File: config.mk
export PLATFORM = sky130hd
export DESIGN_NAME = fault_and_serial_error_monitor
export DESIGN_NICKNAME = d
export VERILOG_FILES = /design/src/fault_mon_pkg.sv /design/src/crc7_calc.sv /design/src/fault_and_serial_error_monitor.sv
export SDC_FILE = /design/constraint.sdc
export NUM_CORES = 2
export LEC_CHECK = 0
export ABC_CLOCK_PERIOD_IN_PS = 8000
export BUFFER_PORTS_ARGS = -buffer_cell sky130_fd_sc_hd__buf_2
export CORE_AREA = 10 10 238 286
export DETAILED_ROUTE_END_ITERATION = 10
export DIE_AREA = 0 0 248 296
export GPL_TIMING_DRIVEN = 1
export PLACE_DENSITY = 0.78
export SLEW_MARGIN = 20
export SYNTH_ARGS = -nofsm -noshare
export SYNTH_HDL_FRONTEND = slang
export SYNTH_SLANG_ARGS = --single-unit
File: constraint.sdc
create_clock -name clk_i -period 8 [get_ports clk_i]
set_input_delay 1.2 -clock clk_i [delete_from_list [all_inputs] [get_ports clk_i]]
set_output_delay 1.2 -clock clk_i [all_outputs]
set_load 0.005 [all_outputs]
File: src/fault_mon_pkg.sv
package fault_mon_pkg;

   localparam int NUM_CH = 8;
   localparam int CNT_W = 25;

   // Clock and timing.
   localparam int CLK_PERIOD_NS = 50;
   localparam longint STRETCH_MS = 200;
   localparam longint WD_LONG_MS = 1200;
   localparam longint WD_MID_MS = 600;
   localparam longint WD_SHORT_MS = 200;
   localparam int ALERT_PULSE_US = 100;
   localparam logic [CNT_W-1:0] STRETCH_CYCLES =
      CNT_W'(STRETCH_MS * 64'd1000000 / CLK_PERIOD_NS);
   localparam logic [CNT_W-1:0] WD_LONG_CYCLES =
      CNT_W'(WD_LONG_MS * 64'd1000000 / CLK_PERIOD_NS);
   localparam logic [CNT_W-1:0] WD_MID_CYCLES =
      CNT_W'(WD_MID_MS * 64'd1000000 / CLK_PERIOD_NS);
   localparam logic [CNT_W-1:0] WD_SHORT_CYCLES =
      CNT_W'(WD_SHORT_MS * 64'd1000000 / CLK_PERIOD_NS);
   localparam logic [11:0] ALERT_PULSE_CYCLES = 12'(ALERT_PULSE_US * 1000 / CLK_PERIOD_NS);

   // Watchdog period selects.
   localparam logic [1:0] WD_SEL_LONG = 2'h0;
   localparam logic [1:0] WD_SEL_MID = 2'h1;
   localparam logic [1:0] WD_SEL_SHORT = 2'h2;

   // Frame check sequence.
   localparam int CRC_W = 7;
   localparam logic [CRC_W-1:0] CRC_POLY = 7'h37;
   localparam logic [CRC_W-1:0] CRC_INIT = 7'h7f;
   localparam int CRC_MAX_BITS = 17;
   localparam logic [4:0] CRC_BITS_WIDE = 5'h11;
   localparam logic [4:0] CRC_BITS_NARROW = 5'h09;
   localparam int FRAME_W = 24;

   // Global fault register bit positions.
   localparam int G_VDD_WARN = 0;
   localparam int G_VDD_UVLO = 1;
   localparam int G_V5_UVLO = 2;
   localparam int G_DIE_HOT = 3;
   localparam int G_CLK_COUNT = 4;
   localparam int G_DCDC_LIMIT = 5;
   localparam int G_CHECK = 6;
   localparam int G_WATCHDOG = 7;

   // Reset values of fault registers.
   localparam logic [7:0] FAULT_RESET = 8'h00;

   typedef struct packed {
      logic [NUM_CH-1:0] hot_upper;
      logic [NUM_CH-1:0] hot_lower;
      logic [NUM_CH-1:0] on_current_low;
      logic [NUM_CH-1:0] off_current_low;
      logic [NUM_CH-1:0] over_current;
      logic die_hot;
      logic vdd_uvlo;
      logic v5_uvlo;
      logic vdd_warn;
      logic dcdc_limit;
   } analog_in_t;

   typedef struct packed {
      logic [NUM_CH-1:0] open_load;
      logic [NUM_CH-1:0] thermal;
      logic [7:0] global_faults;
   } fault_regs_t;

endpackage : fault_mon_pkg

File: src/crc7_calc.sv
`timescale 1ns/10ps
module crc7_calc (
   input wire logic [fault_mon_pkg::CRC_MAX_BITS-1:0] bits_i,
   input wire logic [4:0] nbits_i,
   output logic [fault_mon_pkg::CRC_W-1:0] crc_o
);
   import fault_mon_pkg::*;

   // Bits are taken from the top down, in the order they cross the link.
   always_comb begin
      logic [CRC_W-1:0] c;
      logic fb;
      c = CRC_INIT;
      fb = 1'b0;
      for (int i = 0; i < CRC_MAX_BITS; i++) begin
         if (5'(i) < nbits_i) begin
            fb = bits_i[CRC_MAX_BITS-1-i] ^ c[CRC_W-1];
            c = {c[CRC_W-2:0], 1'b0} ^ (fb ? CRC_POLY : 7'h00);
         end
      end
      crc_o = c;
   end

endmodule : crc7_calc

File: src/fault_and_serial_error_monitor.sv
`timescale 1ns/10ps
// Contract
// - Channel overtemp turns channel off, flags it.
// - Die overtemp turns all off, bit 3.
// - Open load only when enabled, high-side.
// - Undervoltage turns channels, LEDs off; bits 0-2.
// - Watchdog timeout sets bit 7, pin high.
// - Clock count not multiple of eight: error.
// - Check failure discards data, sets bit 6.
// - Overcurrent: slow flag, short alert pulse.
// - Outside command mode alert is fault OR.
// - Command mode alert latches until clear.
// - Switches use raw thermal; logic stretches it.
// - Checking only in serial mode, pin enabled.
// - Seven-bit check, given polynomial, start all ones.
// - Input check covers data plus leading one.
// - Only verified data updates outputs or configuration.
// - Feedback bit reports previous reception's check error.
// - Output check covers diagnostics plus feedback bit.
// - Latched faults clear on clean clear transaction in command mode.
// - Thermal, open-load, clock-count indications last 200ms.
module fault_and_serial_error_monitor #(
   parameter logic [fault_mon_pkg::CNT_W-1:0] STRETCH_CYCLES = fault_mon_pkg::STRETCH_CYCLES,
   parameter logic [fault_mon_pkg::CNT_W-1:0] WD_LONG_CYCLES = fault_mon_pkg::WD_LONG_CYCLES,
   parameter logic [fault_mon_pkg::CNT_W-1:0] WD_MID_CYCLES = fault_mon_pkg::WD_MID_CYCLES,
   parameter logic [fault_mon_pkg::CNT_W-1:0] WD_SHORT_CYCLES = fault_mon_pkg::WD_SHORT_CYCLES
) (
   input wire logic clk_i,
   input wire logic rst_i,
   input wire logic cs_n_i,
   input wire logic sck_i,
   input wire logic sdi_i,
   output logic sdo_o,
   input wire fault_mon_pkg::analog_in_t analog_i,
   input wire logic [fault_mon_pkg::NUM_CH-1:0] channel_on_i,
   input wire logic [fault_mon_pkg::NUM_CH-1:0] push_pull_i,
   input wire logic [fault_mon_pkg::NUM_CH-1:0] open_load_enable_i,
   input wire logic watchdog_enable_i,
   input wire logic [1:0] watchdog_select_i,
   input wire logic check_enable_pin_i,
   input wire logic serial_setting_select_i,
   input wire logic command_protocol_select_i,
   input wire logic frame_wide_i,
   input wire logic [15:0] diag_data_i,
   output logic [fault_mon_pkg::NUM_CH-1:0] upper_switch_o,
   output logic [fault_mon_pkg::NUM_CH-1:0] lower_switch_o,
   output logic [fault_mon_pkg::NUM_CH-1:0] led_o,
   output logic fault_n_o,
   output logic watchdog_alert_out_o,
   output logic check_error_feedback_o,
   output logic [fault_mon_pkg::NUM_CH-1:0] overvoltage_slow_flag_o,
   output logic rx_valid_o,
   output logic [15:0] rx_data_o,
   output fault_mon_pkg::fault_regs_t latched_o,
   output fault_mon_pkg::fault_regs_t realtime_o
);
   import fault_mon_pkg::*;

   localparam int SW = $bits(analog_in_t) + 7;
   localparam int NST = 2 * NUM_CH + 2;
   localparam logic [SW-1:0] SYNC_INIT = {{(SW-3){1'b0}}, 3'h4};

   logic [SW-1:0] sync_a;
   logic [SW-1:0] sync_b;
   analog_in_t an;
   logic crc_pin;
   logic serial_sel;
   logic cmd_sel;
   logic wide_sel;
   logic cs_n;
   logic sck;
   logic sdi;
   logic cs_prev;
   logic sck_prev;
   logic cs_fall;
   logic cs_rise;
   logic sck_rise;
   logic sck_fall;

   // Analog, mode-select and serial pin inputs pass two flip-flops before use.
   always_ff @(posedge clk_i) begin
      if (rst_i) begin
         sync_a <= SYNC_INIT;
         sync_b <= SYNC_INIT;
         cs_prev <= 1'b1;
         sck_prev <= 1'b0;
      end else begin
         sync_a <= {analog_i, check_enable_pin_i, serial_setting_select_i,
                    command_protocol_select_i, frame_wide_i, cs_n_i, sck_i, sdi_i};
         sync_b <= sync_a;
         cs_prev <= cs_n;
         sck_prev <= sck;
      end
   end

   assign {an, crc_pin, serial_sel, cmd_sel, wide_sel, cs_n, sck, sdi} = sync_b;
   assign cs_fall = cs_prev & ~cs_n;
   assign cs_rise = ~cs_prev & cs_n;
   assign sck_rise = ~cs_n & sck & ~sck_prev;
   assign sck_fall = ~cs_n & ~sck & sck_prev;

   logic crc_on;
   assign crc_on = crc_pin & serial_sel;

   // Serial shifting.
   logic [FRAME_W-1:0] rx_shift;
   logic [FRAME_W-1:0] tx_shift;
   logic [FRAME_W-1:0] tx_frame;
   logic [2:0] bit_cnt;
   logic any_clock;
   logic sdi_last;

   always_ff @(posedge clk_i) begin
      if (rst_i) begin
         rx_shift <= '0;
         tx_shift <= '0;
         bit_cnt <= 3'h0;
         any_clock <= 1'b0;
         sdi_last <= 1'b0;
      end else if (cs_fall) begin
         tx_shift <= tx_frame;
         bit_cnt <= 3'h0;
         any_clock <= 1'b0;
      end else begin
         if (sck_rise) begin
            rx_shift <= {rx_shift[FRAME_W-2:0], sdi};
            bit_cnt <= bit_cnt + 3'h1;
            any_clock <= 1'b1;
            sdi_last <= sdi;
         end
         // Bits received are passed on behind our own for daisy chaining.
         if (sck_fall) begin
            tx_shift <= {tx_shift[FRAME_W-2:0], sdi_last};
         end
      end
   end

   always_ff @(posedge clk_i) begin
      if (rst_i) begin
         sdo_o <= 1'b0;
      end else begin
         sdo_o <= tx_shift[FRAME_W-1];
      end
   end

   // Output check byte: feedback bit, then check bits six down to zero.
   logic [CRC_MAX_BITS-1:0] tx_bits;
   logic [CRC_W-1:0] tx_crc;
   assign tx_bits = frame_wide_sel_bits(wide_sel, diag_data_i, check_error_feedback_o);

   function automatic logic [CRC_MAX_BITS-1:0] frame_wide_sel_bits(
      input logic wide, input logic [15:0] d, input logic fb);
      frame_wide_sel_bits = wide ? {d, fb} : {d[7:0], fb, 8'h00};
   endfunction : frame_wide_sel_bits

   crc7_calc u_tx_crc (
      .bits_i(tx_bits),
      .nbits_i(wide_sel ? CRC_BITS_WIDE : CRC_BITS_NARROW),
      .crc_o(tx_crc)
   );

   always_comb begin
      if (!crc_on) begin
         tx_frame = wide_sel ? {diag_data_i, 8'h00} : {diag_data_i[7:0], 16'h0000};
      end else if (wide_sel) begin
         tx_frame = {diag_data_i, check_error_feedback_o, tx_crc};
      end else begin
         tx_frame = {diag_data_i[7:0], check_error_feedback_o, tx_crc, 8'h00};
      end
   end

   // The last bits received belong to this device, so daisy chains work.
   logic [15:0] rx_data;
   logic [CRC_MAX_BITS-1:0] rx_bits;
   logic [CRC_W-1:0] rx_crc;
   logic check_err;
   logic count_err;
   logic serial_err;
   logic clear_ok;
   logic z_bit;

   always_comb begin
      if (crc_on) begin
         rx_data = wide_sel ? rx_shift[23:8] : {8'h00, rx_shift[15:8]};
      end else begin
         rx_data = wide_sel ? rx_shift[15:0] : {8'h00, rx_shift[7:0]};
      end
   end

   assign rx_bits = wide_sel ? rx_shift[23:7] : {rx_shift[15:7], 8'h00};

   crc7_calc u_rx_crc (
      .bits_i(rx_bits),
      .nbits_i(wide_sel ? CRC_BITS_WIDE : CRC_BITS_NARROW),
      .crc_o(rx_crc)
   );

   assign check_err = crc_on & (~rx_shift[7] | (rx_crc != rx_shift[6:0]));
   assign count_err = bit_cnt != 3'h0;
   assign serial_err = check_err | count_err;
   assign z_bit = wide_sel ? rx_data[15] : rx_data[7];
   assign clear_ok = cs_rise & any_clock & cmd_sel & z_bit & ~serial_err;

   always_ff @(posedge clk_i) begin
      if (rst_i) begin
         rx_valid_o <= 1'b0;
         rx_data_o <= 16'h0000;
         check_error_feedback_o <= 1'b0;
      end else begin
         rx_valid_o <= cs_rise & any_clock & ~serial_err;
         if (cs_rise && any_clock && !serial_err) begin
            rx_data_o <= rx_data;
         end
         if (cs_rise) begin
            check_error_feedback_o <= check_err;
         end
      end
   end

   // Fault sources.
   logic [NUM_CH-1:0] ch_hot;
   logic [NUM_CH-1:0] ol_raw;
   logic [NST-1:0] st_src;
   logic [NST-1:0] stretched;
   logic [CNT_W-1:0] st_cnt [NST];

   assign ch_hot = an.hot_upper | an.hot_lower;
   assign ol_raw = open_load_enable_i & ~push_pull_i &
                   ((channel_on_i & an.on_current_low) | (~channel_on_i & an.off_current_low));
   assign st_src = {ch_hot, ol_raw, an.die_hot, cs_rise & count_err};

   for (genvar i = 0; i < NST; i++) begin : g_stretch
      always_ff @(posedge clk_i) begin
         if (rst_i) begin
            st_cnt[i] <= '0;
            stretched[i] <= 1'b0;
         end else if (st_src[i]) begin
            st_cnt[i] <= STRETCH_CYCLES - 1'b1;
            stretched[i] <= 1'b1;
         end else if (st_cnt[i] != '0) begin
            st_cnt[i] <= st_cnt[i] - 1'b1;
            stretched[i] <= 1'b1;
         end else begin
            stretched[i] <= 1'b0;
         end
      end
   end

   // Watchdog on chip-select falling edges.
   logic [CNT_W-1:0] wd_cnt;
   logic [CNT_W-1:0] wd_limit;

   always_comb begin
      case (watchdog_select_i)
         WD_SEL_LONG: wd_limit = WD_LONG_CYCLES;
         WD_SEL_MID: wd_limit = WD_MID_CYCLES;
         WD_SEL_SHORT: wd_limit = WD_SHORT_CYCLES;
         default: wd_limit = WD_SHORT_CYCLES;
      endcase
   end

   always_ff @(posedge clk_i) begin
      if (rst_i || cs_fall || !watchdog_enable_i) begin
         wd_cnt <= '0;
         watchdog_alert_out_o <= 1'b0;
      end else if (wd_cnt >= wd_limit) begin
         watchdog_alert_out_o <= 1'b1;
      end else begin
         wd_cnt <= wd_cnt + 1'b1;
      end
   end

   // Short circuit detection.
   logic [NUM_CH-1:0] oc_prev;
   logic [11:0] pulse_cnt;
   logic short_alert;

   always_ff @(posedge clk_i) begin
      if (rst_i) begin
         oc_prev <= '0;
         pulse_cnt <= 12'h000;
         overvoltage_slow_flag_o <= '0;
      end else begin
         oc_prev <= an.over_current;
         overvoltage_slow_flag_o <= an.over_current;
         if (|(an.over_current & ~oc_prev)) begin
            pulse_cnt <= ALERT_PULSE_CYCLES;
         end else if (pulse_cnt != 12'h000) begin
            pulse_cnt <= pulse_cnt - 12'h001;
         end
      end
   end
   assign short_alert = pulse_cnt != 12'h000;

   // Real-time fault view.
   fault_regs_t rt;
   logic any_rt;

   always_comb begin
      rt.thermal = stretched[NST-1 -: NUM_CH];
      rt.open_load = stretched[NUM_CH+1:2];
      rt.global_faults = FAULT_RESET;
      rt.global_faults[G_VDD_WARN] = an.vdd_warn;
      rt.global_faults[G_VDD_UVLO] = an.vdd_uvlo;
      rt.global_faults[G_V5_UVLO] = an.v5_uvlo;
      rt.global_faults[G_DIE_HOT] = stretched[1];
      rt.global_faults[G_CLK_COUNT] = stretched[0];
      rt.global_faults[G_DCDC_LIMIT] = an.dcdc_limit;
      rt.global_faults[G_CHECK] = check_error_feedback_o;
      rt.global_faults[G_WATCHDOG] = watchdog_alert_out_o;
   end
   assign any_rt = (|rt) | short_alert;

   // Latched faults and the command-mode alert; a set wins over a clear.
   logic irq;

   always_ff @(posedge clk_i) begin
      if (rst_i) begin
         latched_o <= '0;
         realtime_o <= '0;
         irq <= 1'b0;
         fault_n_o <= 1'b1;
      end else begin
         realtime_o <= rt;
         latched_o <= clear_ok ? rt : (latched_o | rt);
         irq <= any_rt | (irq & ~clear_ok);
         fault_n_o <= cmd_sel ? ~(any_rt | (irq & ~clear_ok)) : ~any_rt;
      end
   end

   // Drivers react to raw thermal levels, not stretched ones.
   logic [NUM_CH-1:0] off_vec;
   logic uvlo;
   assign uvlo = an.vdd_uvlo | an.v5_uvlo;
   assign off_vec = ch_hot | {NUM_CH{an.die_hot | uvlo}};

   always_ff @(posedge clk_i) begin
      if (rst_i) begin
         upper_switch_o <= '0;
         lower_switch_o <= '0;
         led_o <= '0;
      end else begin
         upper_switch_o <= channel_on_i & ~off_vec;
         lower_switch_o <= ~channel_on_i & push_pull_i & ~off_vec;
         led_o <= uvlo ? '0 : channel_on_i;
      end
   end

endmodule : fault_and_serial_error_monitor

Word level (Yosys, flattened, before mapping)
Memories as Yosys holds them, arrays and structs flattened.
Index checks and enable logic that the tools add are counted.
Storage, ports and cells
  register bits after elaboration: 316
  latch bits: 0
  bits in writable memories: 450
  bits in read-only memories: 0
  input bits: 97
  output and inout bits: 101
  logic and storage cells: 540
  memories: 1
Memory list
  st_cnt: words 18, bits a word 25, read ports 18, clocked after Yosys merged registers in 0, write ports 18, RTL line fault_and_serial_error_monitor.sv:225  | logic [CNT_W-1:0] st_cnt [NST];
Operators by class
  $add $sub $neg: 21
  multiply operators: 0
  divide/modulo/power cells: 0
  $lt $le $gt $ge: 18
  eq/ne operators: 2
  shift operators: 0
  muxes and demuxes: 267
  bitwise operators: 149
  reductions and logical operators: 35
Operators by type and width (number)
  2-to-1 mux 25 bit: 36
  nonzero test 25 bit: 18
  subtractor 25 x 1 -> 25 bit, second input constant: 18
  2-to-1 mux 7 bit: 34
  XOR 7 bit: 32
  2-to-1 mux 6 bit: 34
  2-to-1 mux 1 bit: 148
  2-to-1 mux 24 bit: 6
  bitwise AND 8 bit: 8
  case mux 25 bit (2 select lines): 1
  2-to-1 mux 16 bit: 3
  bitwise OR 1 bit: 42
  less-than comparator 4 x 5 -> 1 bit, first input constant: 8
  2-to-1 mux 17 bit: 2
  NOT 8 bit: 4
  XOR 1 bit: 32
  adder 25 x 1 -> 25 bit, second input constant: 1
  greater-or-equal comparator 25 bit: 1
  bitwise OR 24 bit: 1
  bitwise OR 8 bit: 3
  OR reduction 24 bit: 1
  2-to-1 mux 11 bit: 2
  less-than comparator 3 x 5 -> 1 bit, first input constant: 4
  bitwise AND 1 bit: 15
  other kinds (21): 38

Logic depth before layout (Yosys ltp)
  word-level depth: 79
  mapped depth: 19
  gate-level depth less buffers: 16

By module
Synthesis repeated with hierarchy kept, for this count alone.
Unflattened totals
  cell total of the unflattened synthesis: 4500
  area total of the unflattened synthesis: 43142.6 µm²
Modules (own cells, without submodules)
  fault_and_serial_error_monitor: instances 1, cells an instance 3360, area an instance 35049.9 µm², sequential area each 19819.0 µm²
  crc7_calc: instances 2, cells an instance 570, area an instance 4046.4 µm², sequential area each 0.0 µm²

Worst setup path before layout
OpenSTA, ideal clock, no wires.
  path kind: input -> register
  start: input port diag_data_i[6]
  end: register tx_shift[5]
  library setup time: 92 ps
  arrival: 4387 ps
  data required time: 7908 ps
  slack: 3521 ps
  cell stages on the path: 15
  path buffers: 1
  path through: clkbuf_1 -> xnor2_1 -> mux2i_1 -> xor2_1 -> xor2_1 -> xnor2_1 -> xnor2_1 -> nand2_1 -> xor2_1 -> xnor2_1 -> xnor2_1 -> xor2_1 -> o21bai_1 -> xnor2_1 -> o32ai_1
Between the ends
  longest elaborated chain between the ends: 52
  elaborated cells on any way between the ends: 66
  those cells by class: mux (35); bitwise (31)
Ends and longest elaborated chain
  from (decl): RTL line fault_and_serial_error_monitor.sv:44  | input wire logic [15:0] diag_data_i,
  2-to-1 mux 17 bit *: RTL line fault_and_serial_error_monitor.sv:153  | frame_wide_sel_bits = wide ? {d, fb} : {d[7:0], fb, 8'h00};
  XOR 1 bit: RTL line crc7_calc.sv:17  | fb = bits_i[CRC_MAX_BITS-1-i] ^ c[CRC_W-1];
  2-to-1 mux 6 bit: RTL line crc7_calc.sv:18  | c = {c[CRC_W-2:0], 1'b0} ^ (fb ? CRC_POLY : 7'h00);
  XOR 7 bit: RTL line crc7_calc.sv:18
  2-to-1 mux 7 bit: RTL line crc7_calc.sv:16  | if (5'(i) < nbits_i) begin
  XOR 7 bit: RTL line crc7_calc.sv:18
  2-to-1 mux 7 bit: RTL line crc7_calc.sv:16
  XOR 1 bit or XOR 7 bit (tied branches): RTL line crc7_calc.sv:17, crc7_calc.sv:18
  [36 not listed]
  2-to-1 mux 6 bit or 2-to-1 mux 7 bit (tied branches): RTL line crc7_calc.sv:18, crc7_calc.sv:16
  XOR 7 bit or XOR 1 bit (tied branches): RTL line crc7_calc.sv:18, crc7_calc.sv:17
  2-to-1 mux 7 bit *: RTL line crc7_calc.sv:16
  XOR 7 bit: RTL line crc7_calc.sv:18
  2-to-1 mux 7 bit *: RTL line crc7_calc.sv:16
  2-to-1 mux 24 bit *: RTL line fault_and_serial_error_monitor.sv:165  | end else if (wide_sel) begin
  2-to-1 mux 24 bit *: RTL line fault_and_serial_error_monitor.sv:163  | if (!crc_on) begin
  2-to-1 mux 24 bit *: RTL line fault_and_serial_error_monitor.sv:120  | end else if (cs_fall) begin
  to (signal assigned): RTL line fault_and_serial_error_monitor.sv:121  | tx_shift <= tx_frame;
  to (signal assigned): RTL line fault_and_serial_error_monitor.sv:133  | tx_shift <= {tx_shift[FRAME_W-2:0], sdi_last};
  to (decl): RTL line fault_and_serial_error_monitor.sv:107  | logic [FRAME_W-1:0] tx_shift;
Every way passes the cells marked *; elsewhere a longest branch is shown, timed or not.
A chain may end at the register's enable or synchronous reset.

Worst setup path after layout
  start: register sync_b[3]
  end: register latched_o[6] (netlist name)
Between the ends
  longest elaborated chain between the ends: 59
  elaborated cells on any way between the ends: 98
  those cells by class: order compare (17); eq/ne (1); mux (41); bitwise (39)
Ends and longest elaborated chain
  from (decl): RTL line fault_and_serial_error_monitor.sv:64  | logic [SW-1:0] sync_b;
  from (signal assigned): RTL line fault_and_serial_error_monitor.sv:90  | sync_b <= sync_a;
  branches (longest 57 deep; another with less-than comparator 1 x 5 -> 1 bit)
  bitwise AND 1 bit *: RTL line fault_and_serial_error_monitor.sv:202  | assign clear_ok = cs_rise & any_clock & cmd_sel & z_bit & ~serial_err;
  2-to-1 mux 24 bit *: RTL line fault_and_serial_error_monitor.sv:325  | latched_o <= clear_ok ? rt : (latched_o | rt);
  to (signal assigned): RTL line fault_and_serial_error_monitor.sv:325
  to (decl): RTL line fault_and_serial_error_monitor.sv:54  | output fault_mon_pkg::fault_regs_t latched_o,
Mark *: on every way between the ends.

==> impl_metrics.yaml <==
worst_setup_path:
  slowest_delay_ns: 0.67
  arrival_ns: 6.45
  worstPathMaxFanout: 32
  crit_type: "reg2reg"
  cpMaxStageDelayCell: "a31o_1"
  path_depth: 14
  cp_cell_sequence: "inv_2, mux2_2, xnor2_2, xnor3_1, nor3b_1, or4_4, o31ai_4, nand2_2, o221ai_1, o211ai_1, a2111oi_2, a31o_1, a41o_4, o22ai_1"
  worstReg2RegEnd: "latched_o[6]"
  startpoint: "sync_b[3]"
  critPathTopFamily: "compound AO/OA/AOI/OAI gates"
  worst_setup_path_end_kind: "register"
  reg2reg_setup_slack_ns: 2.00
  ff2ff_path_depth: 14
  cp-start-kind: "register"
  required_ns: 8.45
  timing.rr.start: "sync_b[3]"
  crit_path_end: "latched_o[6]"
  cp.buffers_inverters: 1
yosys:
  ys_ff_latch: 765
  synthAdderAreaFrac: 0.0125
  syn_nets: 3719
  synth-edff-count: 450
  postSynthAreaPerCell_um2: 10.3
  synthArstFlopShare: 0
  ys.flop_type: "edfxtp_1"
  synth_mux_area_frac: 0.0110
  synth_top_cell_area_share: 0.365
  synth-simple-area-share: 0.191
  yosysSeqAreaShare: 0.535
  synth_cell_type_count: 90
  synth_area_um2: 37100
  netlist_instances: 3585
  synth_top_family_by_area: "simple AND/OR/NAND/NOR gates"
  synth_xor_area_frac: 0.132
  synth_compound_area_frac: 0.0919
  netlist_top_cells_count: "450 x edfxtp_1, 404 x nor2_1, 344 x xnor2_1"
  yosysMostFrequentCell: "edfxtp_1"
  yosysTopAreaCell: "edfxtp_1"
  synth_warnings: 0
  synth_area_leaders: "edfxtp_1 36%, dfxtp_1 17%, xnor2_1 8.1%"
drt:
  ant_nets: 0
  viasPerCell: 5.71
  wl_per_cell_um: 17.3
  drc: 0
  drtPass1Iterations: 6
  num_vias: 26500
  drt_wl_total_um: 80200
  drt_iter0_drc: 1959
placed_design:
  dp_cells: 4501
  gp_congestion: 0.879
  portBuffers: 197
  place_area_um2: 38800
  dp_hpwl_um: 54500
clock_network:
  numCtsBuffers: 75
  cts.htree.levels: 3
  path_clk_slew_ns: 0.06
  clk_latency_ns: 0.61
  cts_resized: 0
  cts_setup_buffers: 0
  cts.sinks: 765
  cts_root_buf: "clkbuf_16"
  cts_buffer_depth: 3
  cts_tree: "yes"
  holdBufCountCts: 0
floorplanning:
  die_w_um: 248
  die_y_um: 296
  ios: 198
  core_um2: 62600
  fp.dieArea_um2: 73400
  initial_core_util: 0.593
  rows: 101
timing:
  hold_viol: 0
  finalCritPeriodShare: 0.749
  max_freq_mhz: 167
  tightest_slew_ns: 1.18
  rsz0062_at_grt: "no"
  final-setup-viol-count: 0
  finalSetupTns_ns: 0
  post-route-min-period_ns: 6.00
  clock_skew_ns: 0.0206
  slew-limit-headroom: 0.207
  slew_viol_final: 0
pwr:
  p_seq_frac: 0.453
  total_power_uw: 13200
  powerDensity_nw_per_um2: 319
  ir_drop_v: 0.000179
  p_sw_uw: 4230
  leakage_uw: 0.0162
  swShare: 0.320
  power_frac_comb: 0.277
  clock_power_share: 0.270
  p_int_uw: 8980
final_layout:
  drive_above_1_share: 0.119
  fill_cells: 4839
  area_growth_syn_to_layout_pct: 11.6
  final_cells: 4641
  final_area_um2: 41400
  finish.net_count: 3888
global_route:
  grt_pass1_vias: 26000
  antenna_found_initial: 2
  overflow: 0
  track_usage: 0.217
  grt_pass1_wl_um: 131000
  grt_max_degree: 99
run:
  max_cap_violations: 0
min_path:
  hp-class: "reg2reg"
run_status:
  status: "completed"
[flip-flops by register name, summed over array words and instances (netlist names), 3 cells and up]
name            cells
bit_cnt             3
latched_o          24
led_o               8
lower_switch_o      8
oc_prev             8
pulse_cnt          12
realtime_o         24
rt                 18
rx_data_o          16
rx_shift           24
st_cnt            450
sync_a             52
sync_b             52
tx_shift           24
upper_switch_o      8
wd_cnt             25
[final cells by class]
type | count | area, um^2 | area share
diodes | 2 | 5.00 | 0.000121
clock buffers | 108 | 2280 | 0.0551
clock inverters | 30 | 224 | 0.00542
inverters | 112 | 420 | 0.0102
multi-input cells | 2569 | 16300 | 0.395
flip-flops and latches | 765 | 19800 | 0.479
well taps | 824 | 1030 | 0.0249
repair buffers | 231 | 1250 | 0.0303
[worst min path at each step]
stage               startpoint        end  slack [ns]  depth (start not counted)
finish               sync_a[2]  sync_b[2]        0.41                          1
global route         sync_a[2]  sync_b[2]        0.43                          1
CTS                  sync_a[2]  sync_b[2]        0.41                          1
detailed placement   sync_a[2]  sync_b[2]        0.40                          1
global placement     sync_a[2]  sync_b[2]        0.39                          1
floorplan            sync_a[2]  sync_b[2]        0.39                          1
[layer usage]
metal | vias to the layer above | GRT usage | part of all wire
met4 | 0 | 0.0799 | 0.029
met1 | 12700 | 0.280 | 0.43
li1 | 13000 | - | -
met2 | 685 | 0.362 | 0.48
met5 | - | 0 | 0
met3 | 125 | 0.0336 | 0.059
[worst register-to-register path: stages, from the launching register on]
cell	delay, ns
dfxtp_2	0.32
inv_2	0.49
mux2_2	0.48
xnor2_2	0.65
xnor3_1	0.51
nor3b_1	0.18
or4_4	0.59
o31ai_4	0.23
nand2_2	0.12
o221ai_1	0.18
o211ai_1	0.14
a2111oi_2	0.45
a31o_1	0.67
a41o_4	0.65
o22ai_1	0.18
[power by group through the flow]
stage	sequential, uW	combinational, uW	clock [uW]
after floorplan	5860	2970	0
after global placement	6000	3500	0
after detailed placement	6030	3610	0
after CTS	5970	3660	3620
after global routing	6110	4140	3790
final	5980	3650	3570
[through the flow]
stage	worst slack (ns)	hold slack (ns)	util
2_1_floorplan	3.52	0.389	-
3_5_place_dp	2.08	0.396	0.621
3_3_place_gp	2.09	0.394	0.621
5_1_grt	1.63	0.425	0.661
4_1_cts	2.04	0.412	0.661
6_report	2.00	0.407	0.661
[cells by family after synthesis]
logic type	Yosys count
and+or+nand+nor	1417
adders and majority gates	37
AOI/OAI and AO/OA	552
xor gates and xnor gates	524
DFF	765
muxes	39
buffers and inverters	251
[layout by cell type (no fill, tap or decap), drive strengths merged, types with 15 or more instances in the layout]
master and instances:
a211oi 15, a21oi 205, a311oi 21, a31oi 20, and2 17, and3 43
buf 231, clkbuf 108, clkinv 24, dfxtp 315, edfxtp 450, ha 37
inv 115, mux2i 35, nand2 301, nand2b 32, nand3 34, nand3b 17
nand4 26, nor2 405, nor2b 146, nor3 130, nor3b 17, nor4 103
o21ai 176, o21bai 24, or2 19, or3 60, or4 51, xnor2 348
xor2 160
(Power assumes the default switching activity.)
